$ cat config.mk
export PLATFORM = sky130hd
export DESIGN_NAME = bpm_regs
export DESIGN_NICKNAME = d
export VERILOG_FILES = /design/src/hdl/bpm_pkg.sv /design/src/hdl/bpm_regs.sv
export SDC_FILE = /design/constraint.sdc
export NUM_CORES = 1
export LEC_CHECK = 0
export CAP_MARGIN = 20
export CORE_MARGIN = 2
export CORE_UTILIZATION = 43
export CTS_BUF_LIST = sky130_fd_sc_hd__clkbuf_4 sky130_fd_sc_hd__clkbuf_8 sky130_fd_sc_hd__clkbuf_16
export CTS_CLUSTER_DIAMETER = 30
export DETAILED_ROUTE_END_ITERATION = 10
export DONT_BUFFER_PORTS = 1
export PLACE_DENSITY = 0.6
export REMOVE_ABC_BUFFERS = 1
export SLEW_MARGIN = 20
export SYNTH_ARGS = -nofsm -noshare
export SYNTH_HDL_FRONTEND = slang
export SYNTH_SLANG_ARGS = --single-unit
$ cat constraint.sdc
create_clock -name sys_clk -period 6.51 [get_ports sys_clk]
set_input_delay 1.302 -clock sys_clk [delete_from_list [all_inputs] [get_ports sys_clk]]
set_output_delay 1.302 -clock sys_clk [all_outputs]
set_load 0.01 [all_outputs]
$ cat src/hdl/bpm_pkg.sv
// constants for the bridge split-commitment and power-management registers
// assumes a byte-addressed config port with one 32-bit word per register
package bpm_pkg;
  // register byte offsets
  localparam logic [7:0]  OFS_SPLIT     = 8'h8C;
  localparam logic [7:0]  OFS_PM_CAP    = 8'h90;
  localparam logic [7:0]  OFS_PM_CTRL   = 8'h94;
  // split register
  localparam logic [15:0] SPLIT_CAP     = 16'h0010;
  localparam logic [15:0] LIMIT_RST     = 16'h0010;
  localparam logic [15:0] LIMIT_NOCHECK = 16'h0100;
  localparam int          LIMIT_LSB     = 16;
  // capability word fields
  localparam logic [7:0]  PM_ID         = 8'h01;
  localparam logic [7:0]  PM_NEXT       = 8'hA8;
  localparam logic [2:0]  PM_VERSION    = 3'h3;
  localparam logic [2:0]  PM_AUX_CUR    = 3'h1;
  localparam logic [4:0]  PM_EVT_SUP    = 5'h19;
  // control/status fields
  localparam int          ST_LSB        = 0;
  localparam int          NOSOFT_BIT    = 3;
  localparam int          EN_BIT        = 8;
  localparam int          STAT_BIT      = 15;
  localparam logic [1:0]  PS_D0         = 2'h0;
  localparam logic [1:0]  PS_D3         = 2'h3;
endpackage

$ cat src/hdl/bpm_regs.sv
// split-commitment tracking and power-management register bank
// assumes the bus master and bridge logic share sys_clk; no inputs synchronised
module bpm_regs
  import bpm_pkg::*;
#(
  parameter int ADDR_W = 8,
  parameter int SIZE_W = 16
) (
  // clock and power-on reset
  input  wire logic              sys_clk,
  input  wire logic              rstn,
  // register port
  input  wire logic [ADDR_W-1:0] reg_addr,
  input  wire logic [31:0]       reg_wdata,
  input  wire logic              reg_wr,
  input  wire logic              reg_rd,
  output logic      [31:0]       reg_rdata,
  // downstream split request from the forwarding logic
  input  wire logic              split_req,
  input  wire logic [SIZE_W-1:0] split_req_size,
  input  wire logic              split_done,
  input  wire logic [SIZE_W-1:0] split_done_size,
  output logic                   split_forward,
  output logic                   split_delay,
  // power logic
  input  wire logic              pm_event,
  output logic      [1:0]        power_state,
  output logic                   internal_reset,
  output logic                   power_event_out_n
);

  ////////////////////////////////////////////////////////////////////////////
  // elaboration checks
  generate
    if (ADDR_W < 8) begin : g_bad_addr
      $error("bpm_regs: ADDR_W must be at least 8");
    end
    if (SIZE_W != 16) begin : g_bad_size
      $error("bpm_regs: SIZE_W must be 16");
    end
  endgenerate

  ////////////////////////////////////////////////////////////////////////////
  // decode
  logic        sel_split;
  logic        sel_cap;
  logic        sel_ctrl;
  logic [15:0] commit_limit;
  logic [15:0] outstanding;
  logic        pme_enable;
  logic        pme_status;
  logic        ctrl_wr;
  logic        state_legal;
  logic        no_limit;
  logic        fits;
  logic [16:0] need;
  logic [16:0] next_outstanding;
  logic [31:0] cap_word;
  logic [31:0] ctrl_word;

  // upper address bits must be zero for a hit
  assign sel_split   = reg_addr == ADDR_W'(OFS_SPLIT);
  assign sel_cap     = reg_addr == ADDR_W'(OFS_PM_CAP);
  assign sel_ctrl    = reg_addr == ADDR_W'(OFS_PM_CTRL);
  assign ctrl_wr     = reg_wr && sel_ctrl;
  // only D0 and D3 codes exist
  assign state_legal = reg_wdata[1:0] == PS_D0 || reg_wdata[1:0] == PS_D3;

  ////////////////////////////////////////////////////////////////////////////
  // commitment limit, only the upper half is writable
  always_ff @(posedge sys_clk) begin
    if (!rstn) begin
      commit_limit <= LIMIT_RST;
    end else if (reg_wr && sel_split) begin
      commit_limit <= reg_wdata[LIMIT_LSB +: 16];
    end
  end

  ////////////////////////////////////////////////////////////////////////////
  // forwarding decision for downstream memory-read split requests
  // large limits bypass the space check entirely
  assign no_limit = commit_limit >= LIMIT_NOCHECK;
  assign need     = {1'b0, outstanding} + {1'b0, split_req_size};
  assign fits     = need <= {1'b0, commit_limit};

  // running total of committed units; releases may share a cycle with a grant
  always_comb begin
    next_outstanding = {1'b0, outstanding};
    if (split_req && (no_limit || fits)) begin
      next_outstanding = next_outstanding + {1'b0, split_req_size};
    end
    if (split_done) begin
      next_outstanding = next_outstanding - {1'b0, split_done_size};
    end
  end

  // counter saturates so an unlimited setting cannot wrap it
  always_ff @(posedge sys_clk) begin
    if (!rstn || internal_reset) begin
      outstanding <= 16'h0000;
    end else if (next_outstanding[16]) begin
      outstanding <= 16'hFFFF;
    end else begin
      outstanding <= next_outstanding[15:0];
    end
  end

  // one-cycle grant or delay answer per request
  always_ff @(posedge sys_clk) begin
    if (!rstn) begin
      split_forward <= 1'b0;
      split_delay   <= 1'b0;
    end else begin
      split_forward <= split_req && (no_limit || fits);
      split_delay   <= split_req && !no_limit && !fits;
    end
  end

  ////////////////////////////////////////////////////////////////////////////
  // power state; illegal codes leave the state as it was
  always_ff @(posedge sys_clk) begin
    if (!rstn) begin
      power_state <= PS_D0;
    end else if (ctrl_wr && state_legal) begin
      power_state <= reg_wdata[1:0];
    end
  end

  // D3 to D0 pulses the core reset; the bus-side reset is never touched
  always_ff @(posedge sys_clk) begin
    if (!rstn) begin
      internal_reset <= 1'b0;
    end else begin
      internal_reset <= ctrl_wr && power_state == PS_D3
                        && reg_wdata[1:0] == PS_D0;
    end
  end

  ////////////////////////////////////////////////////////////////////////////
  // sticky event bits, rstn clears them and internal_reset does not
  always_ff @(posedge sys_clk) begin
    if (!rstn) begin
      pme_enable <= 1'b0;
    end else if (ctrl_wr) begin
      pme_enable <= reg_wdata[EN_BIT];
    end
  end

  // set beats a write-one clear in the same cycle
  always_ff @(posedge sys_clk) begin
    if (!rstn) begin
      pme_status <= 1'b0;
    end else if (pm_event) begin
      pme_status <= 1'b1;
    end else if (ctrl_wr && reg_wdata[STAT_BIT]) begin
      pme_status <= 1'b0;
    end
  end

  // event output follows status only while enabled
  always_ff @(posedge sys_clk) begin
    if (!rstn) begin
      power_event_out_n <= 1'b1;
    end else begin
      power_event_out_n <= !(pme_status && pme_enable);
    end
  end

  ////////////////////////////////////////////////////////////////////////////
  // read words; constant fields are wired, not stored
  assign cap_word = {PM_EVT_SUP,
                     1'b0, 1'b0,
                     PM_AUX_CUR,
                     1'b0,
                     1'b0,
                     1'b0,
                     PM_VERSION,
                     PM_NEXT,
                     PM_ID};
  assign ctrl_word = {16'h0000,
                      pme_status,
                      2'b00, 4'h0,
                      pme_enable,
                      4'h0,
                      1'b1,
                      1'b0,
                      power_state};

  // read data valid in the cycle after the strobe only
  always_ff @(posedge sys_clk) begin
    if (!rstn) begin
      reg_rdata <= 32'h0000_0000;
    end else if (reg_rd && sel_split) begin
      reg_rdata <= {commit_limit, SPLIT_CAP};
    end else if (reg_rd && sel_cap) begin
      reg_rdata <= cap_word;
    end else if (reg_rd && sel_ctrl) begin
      reg_rdata <= ctrl_word;
    end else begin
      reg_rdata <= 32'h0000_0000;
    end
  end

  ////////////////////////////////////////////////////////////////////////////
  // checks
  // read pipeline, fixed fields and the writable limit
  split_cap_read_a: assert property (@(posedge sys_clk) disable iff (!rstn)
    reg_rd && sel_split |=> reg_rdata[15:0] == 16'h0010)
    else $error("split capability misread");

  limit_reset_a: assert property (@(posedge sys_clk) disable iff (!rstn)
    !$past(rstn) |-> commit_limit == 16'h0010 && outstanding == 16'h0000)
    else $error("commit limit reset value wrong");

  limit_write_a: assert property (@(posedge sys_clk) disable iff (!rstn)
    reg_wr && sel_split |=> reg_rdata == 32'h0 ##0
      commit_limit == $past(reg_wdata[31:16]))
    else $error("commit limit not written");

  // writes elsewhere, read-only words included, leave the limit alone
  limit_keep_a: assert property (@(posedge sys_clk) disable iff (!rstn)
    !(reg_wr && sel_split) |=> $stable(commit_limit))
    else $error("commit limit changed without a write");

  // forwarding answers: exactly one per request and none without one
  no_limit_fwd_a: assert property (@(posedge sys_clk) disable iff (!rstn)
    split_req && commit_limit >= 16'h0100 |=> split_forward && !split_delay)
    else $error("large limit did not forward");

  all_size_fwd_a: assert property (@(posedge sys_clk) disable iff (!rstn)
    split_req && commit_limit == 16'hFFFF |=> split_forward)
    else $error("unlimited setting held a request");

  over_limit_a: assert property (@(posedge sys_clk) disable iff (!rstn)
    split_req && commit_limit < 16'h0100
      && {1'b0, outstanding} + {1'b0, split_req_size} > {1'b0, commit_limit}
    |=> split_delay && !split_forward)
    else $error("over-limit request forwarded");

  // a request that fits within the limit is forwarded whatever the limit
  in_limit_fwd_a: assert property (@(posedge sys_clk) disable iff (!rstn)
    split_req && {1'b0, outstanding} + {1'b0, split_req_size} <= {1'b0, commit_limit}
    |=> split_forward && !split_delay)
    else $error("request within the limit was held");

  one_answer_a: assert property (@(posedge sys_clk) disable iff (!rstn)
    split_req |=> split_forward != split_delay)
    else $error("request answered twice or not at all");

  no_answer_a: assert property (@(posedge sys_clk) disable iff (!rstn)
    !split_req |=> !split_forward && !split_delay)
    else $error("answer without a request");

  // the total grows by the granted size when nothing else moves it
  grant_count_a: assert property (@(posedge sys_clk) disable iff (!rstn)
    split_req && !split_done && !internal_reset
      && {1'b0, outstanding} + {1'b0, split_req_size} <= {1'b0, commit_limit}
    |=> outstanding == $past(outstanding) + $past(split_req_size))
    else $error("committed units not counted");

  // the whole capability word is wired, so one compare covers every field
  cap_word_a: assert property (@(posedge sys_clk) disable iff (!rstn)
    reg_rd && sel_cap |=> reg_rdata == 32'hC843A801)
    else $error("capability word wrong");

  // power state: only D0 and D3 are ever held, and only a control write moves it
  bad_state_a: assert property (@(posedge sys_clk) disable iff (!rstn)
    ctrl_wr && (reg_wdata[1:0] == 2'h1 || reg_wdata[1:0] == 2'h2)
    |=> $stable(power_state))
    else $error("illegal power state accepted");

  state_code_a: assert property (@(posedge sys_clk) disable iff (!rstn)
    power_state == 2'h0 || power_state == 2'h3)
    else $error("unimplemented power state held");

  state_keep_a: assert property (@(posedge sys_clk) disable iff (!rstn)
    !ctrl_wr |=> $stable(power_state))
    else $error("power state moved without a write");

  d3_entry_a: assert property (@(posedge sys_clk) disable iff (!rstn)
    ctrl_wr && reg_wdata[1:0] == 2'h3 |=> power_state == 2'h3 && !internal_reset)
    else $error("D3 entry wrong");

  d3_exit_a: assert property (@(posedge sys_clk) disable iff (!rstn)
    ctrl_wr && power_state == 2'h3 && reg_wdata[1:0] == 2'h0
    |=> internal_reset && power_state == 2'h0 ##1 outstanding == 16'h0000)
    else $error("D3 exit reset missing");

  // the internal reset is a single pulse tied to the D3 exit write
  reset_cause_a: assert property (@(posedge sys_clk) disable iff (!rstn)
    !(ctrl_wr && power_state == 2'h3 && reg_wdata[1:0] == 2'h0) |=> !internal_reset)
    else $error("internal reset without a D3 exit");

  // reserved and data fields of the control word never read back
  ctrl_read_a: assert property (@(posedge sys_clk) disable iff (!rstn)
    reg_rd && sel_ctrl |=> reg_rdata[3] && reg_rdata[14:9] == 6'h00
      && reg_rdata[31:16] == 16'h0000)
    else $error("control word fixed bits wrong");

  // event enable, status and the pin
  enable_write_a: assert property (@(posedge sys_clk) disable iff (!rstn)
    ctrl_wr |=> pme_enable == $past(reg_wdata[8]))
    else $error("event enable not written");

  // a disabled pin stays high even while status is set
  event_gate_a: assert property (@(posedge sys_clk) disable iff (!rstn)
    !pme_enable ##1 !pme_enable |-> power_event_out_n)
    else $error("event output asserted while disabled");

  // a write in the event's own cycle may clear the enable, so it is excluded
  event_out_a: assert property (@(posedge sys_clk) disable iff (!rstn)
    pm_event && pme_enable && !ctrl_wr |-> ##2 !power_event_out_n)
    else $error("event output not asserted");

  out_follow_a: assert property (@(posedge sys_clk) disable iff (!rstn)
    pme_status && pme_enable |=> !power_event_out_n)
    else $error("event output missed status");

  status_set_a: assert property (@(posedge sys_clk) disable iff (!rstn)
    pm_event |=> pme_status)
    else $error("event did not set status");

  status_clear_a: assert property (@(posedge sys_clk) disable iff (!rstn)
    ctrl_wr && reg_wdata[15] && !pm_event |=> !pme_status)
    else $error("status not cleared by write-one");

  // status only moves on an event or a write-one
  status_hold_a: assert property (@(posedge sys_clk) disable iff (!rstn)
    !pm_event && !(ctrl_wr && reg_wdata[15]) |=> $stable(pme_status))
    else $error("status moved on its own");

  // event and clear in one cycle: the event must survive
  set_wins_a: assert property (@(posedge sys_clk) disable iff (!rstn)
    pm_event && ctrl_wr && reg_wdata[15] |=> pme_status)
    else $error("event lost against clear");

  // enable and status ride through the D3 exit reset
  sticky_keep_a: assert property (@(posedge sys_clk) disable iff (!rstn)
    internal_reset && !ctrl_wr && !pm_event |=> $stable(pme_enable)
      && $stable(pme_status))
    else $error("sticky bits lost on internal reset");

endmodule // bpm_regs

==> summary.txt <==
Global routing
  – First-pass GRT wire length: 20,160 µm
  – Number of global-route vias before repair: 4,361
  – Grt ovf: 0
  – GRT Overall Usage: 21.81%
  – Initial antenna violation count: 0
  – Pin count of the biggest net entering global routing: 24

Die
  – Initial Utilization: 43.65%
  – IO Pins: 117
  – Core Rows: 38
  – Core area: 10,750 µm²
  – Die area: 11,760 µm²
  – Die X: 108.4 µm
  – Die Height: 108.4 µm

Timing
  – Worst slew margin relative to its limit: 49.12%
  – Hold Slack: 420.0 ps
  – Tmin final: 6304 ps
  – Final max-slew violation count: 0
  – Clock Skew: 8.663 ps
  – Tcrit/Tclk final: 96.84%
  – Fin. Hold Viols: 0
  – Slew @ Worst Pin: 762.4 ps
  – Final setup viols: 0
  – TNS Setup: 0 ps
  – Fmax: 158.6 MHz

Synth
  – Area share of the largest cell type after synthesis: 26.89%
  – Register area share after synthesis: 26.89%
  – Synth area leaders: dfxtp_1 27%, ha_1 13%, nand2_1 4.6%, a21oi_1 4.5%, a21o_1 3.8%
  – Cell taking the most area after synthesis: dfxtp_1
  – Post-Syn Area per Cell: 8.046 µm²
  – Syn Std Cell Area: 4691 µm²
  – #FFs+latches synth: 63
  – Top-count cell post-synth: dfxtp_1
  – Async SR Flop Fraction: 0%
  – Netlist cell types: 69
  – EDFF count, synth: 0
  – Yosys warns: 0
  – Commonest cells in the netlist: 63 x dfxtp_1, 57 x nand2_1, 49 x ha_1
  – Synth Flop Type: dfxtp_1
  – Cells after Synth: 583

Clock network
  – Root Driver: clkbuf_8
  – CTS tree: done
  – H-tree depth: 3
  – Clock transition at path regs: 80 ps
  – Cts hold-fix bufs: 0
  – Worst-Skew Late Latency: 350 ps
  – Num CTS Buffers: 9
  – Clk sinks: 63
  – Buffer depth of the longest clock path: 2

Worst hold path
  – Hold Path End: power_event_out_n$_SDFF_PN1_
  – Worst hold start: pme_status$_SDFFE_PN0P_
  – Worst Hold Depth: 1
  – Min-delay worst type: flip-flop to flip-flop

Routing
  – Overall via count from detail_route: 4,528
  – DR iter-0 viols: 161
  – First drt pass iteration count: 4
  – Post-Route WL: 12,920 µm
  – Routed len/inst: 15.76 µm
  – Routed vias/inst: 5.522
  – Detail Route Antenna Nets: 0
  – DRC violations left: 0

Critical path
  – Critical path class: input port to flip-flop
  – WP buf/inv: 3
  – Critical-path cell with the highest stage delay: fa_2
  – Reg2reg path depth: 27
  – Critical path's largest stage delay: 370 ps
  – Crit. End Element: flip-flop
  – R2R setup slack: 780 ps
  – Critical Path RT: 6770 ps
  – FF-to-FF End: outstanding[0]$_SDFF_PP0_
  – Startpoint of the worst register-to-register path: outstanding[0]$_SDFF_PP0_
  – Top delay family on crit path: compound AO/OA/AOI/OAI gates
  – Critical path arrival: 6560 ps
  – Worst Path Max Fanout: 7
  – Startpoint Class: input port

Power
  – Pwr/cell area: 626.1 nW/µm²
  – P_leak: 2.682 nW
  – Peak VDD IR: 293.1 µV

Cells and area
  – Ant. Diodes: 0
  – Area delta synth->final: 27.26%
  – Final cell count without fillers: 820
  – Layout cell share with drive strength beyond 1: 27.35%
  – Layout Nets: 805
  – Fin util: 55.55%

Placement
  – Detailed placer's ending HPWL: 10,000 µm
  – IO Port Bufs: 0
  – Final Wtd Congestion: 0.8577
  – Placed cell count: 794

Run
  – # Max-Cap Violations: 0

Status
  – Status: finished clean
[through the flow]
stage | cell area, µm² | power [mW] | setup slack, ps
after floorplan | 4562 | 2.024 | -117.3
after global placement | 5420 | 2.904 | -634.4
after detailed placement | 5420 | 2.981 | -727.2
after CTS | 5707 | 3.452 | 5.299
final | 5969 | 3.738 | 205.6
after global routing | 5969 | 4.063 | -59.71
[flip-flops by register name (all words and copies together) (netlist names)]
name / count
outstanding: 16
pme_status: 1
pme_enable: 1
power_event_out_n: 1
power_state: 2
reg_rdata: 23
internal_reset: 1
commit_limit: 16
split_forward: 1
split_delay: 1
[metal layers]
layer | vias up | global-route usage, % | share of wire [%] | wire length (µm)
li1 | 2267 | - | - | -
met1 | 2150 | 26.32 | 42 | 5460
met2 | 100 | 38.30 | 50 | 6513
met3 | 11 | 6.631 | 6.4 | 824
met4 | 0 | 4.304 | 0.94 | 122
met5 | - | 0 | 0 | 0
[layout by cell type, fill, tap and decap left out, drive strengths merged, types with 4 or more instances in the layout]
cell type | netlist | routed
o21ai | 34 | 34
nor2 | 29 | 29
nor3b | 4 | 4
a21o | 24 | 24
nand2b | 8 | 8
xor2 | 5 | 5
a21boi | 5 | 5
inv | 43 | 44
dfxtp | 63 | 63
buf | 13 | 101
nand2 | 59 | 59
xnor2 | 10 | 10
and3 | 7 | 7
a211oi | 8 | 8
o211ai | 6 | 6
a31oi | 13 | 13
or2 | 9 | 9
ha | 49 | 49
nor3 | 19 | 19
nand4 | 7 | 7
a311oi | 4 | 4
clkbuf | 14 | 10
conb | 1 | 8
nor2b | 8 | 8
o31ai | 5 | 5
and2 | 15 | 15
o21a | 5 | 5
nand3 | 29 | 29
o2111ai | 5 | 5
a21oi | 43 | 43
[power by group]
group | internal [mW] | switching, mW
combinational | 1.45 | 1.41
sequential | 0.443 | 0.0397
clock | 0.223 | 0.171
[logic make-up (layout without fill, tap and decap cells)]
| logic type | Yosys count | in the layout | synth area share, % |
|---|---|---|---|
| AO/OA/AOI/OAI | 170 | 170 | 24.75 |
| XOR/XNOR | 15 | 15 | 2.801 |
| adder cells (fa/ha/maj) | 51 | 51 | 13.92 |
| buffers and inverters | 71 | 161 | 6.828 |
| flip-flops | 63 | 63 | 26.89 |
| multiplexers | 6 | 6 | 1.440 |
| other | 1 | 8 | 0.07994 |
| AND/OR/NAND/NOR | 206 | 206 | 23.29 |
[what timing repair did]
action / 4_1_cts / 5_1_grt
setup endpoints to repair: 16 / 16
resized for setup: 8 / 50
buffers inserted: 4 / 6
pin swaps: 6 / 32
[worst max path at each step]
stage	start	endpoint	slack [ps]	depth (start not counted)
after floorplan	split_req_size[9]	outstanding[1]$_SDFF_PP0_	-120	25
after global placement	split_req_size[1]	outstanding[1]$_SDFF_PP0_	-630	25
after detailed placement	split_req_size[1]	outstanding[0]$_SDFF_PP0_	-730	25
after CTS	split_req_size[0]	outstanding[1]$_SDFF_PP0_	5	27
after global routing	split_req_size[5]	outstanding[1]$_SDFF_PP0_	-60	29
final	split_req_size[1]	outstanding[0]$_SDFF_PP0_	210	27
[cell type report]
type                       instances  area, µm²
fill                            1056       4776
multi-input combinational        456       3373
sequential                        63       1261
timing repair buffer             101      769.5
tap                              140      175.2
inverter                          44      165.2
clock buffer                      10      131.4
clock inverter                     6      93.84
Note: power is estimated with default switching activity, not from simulation.
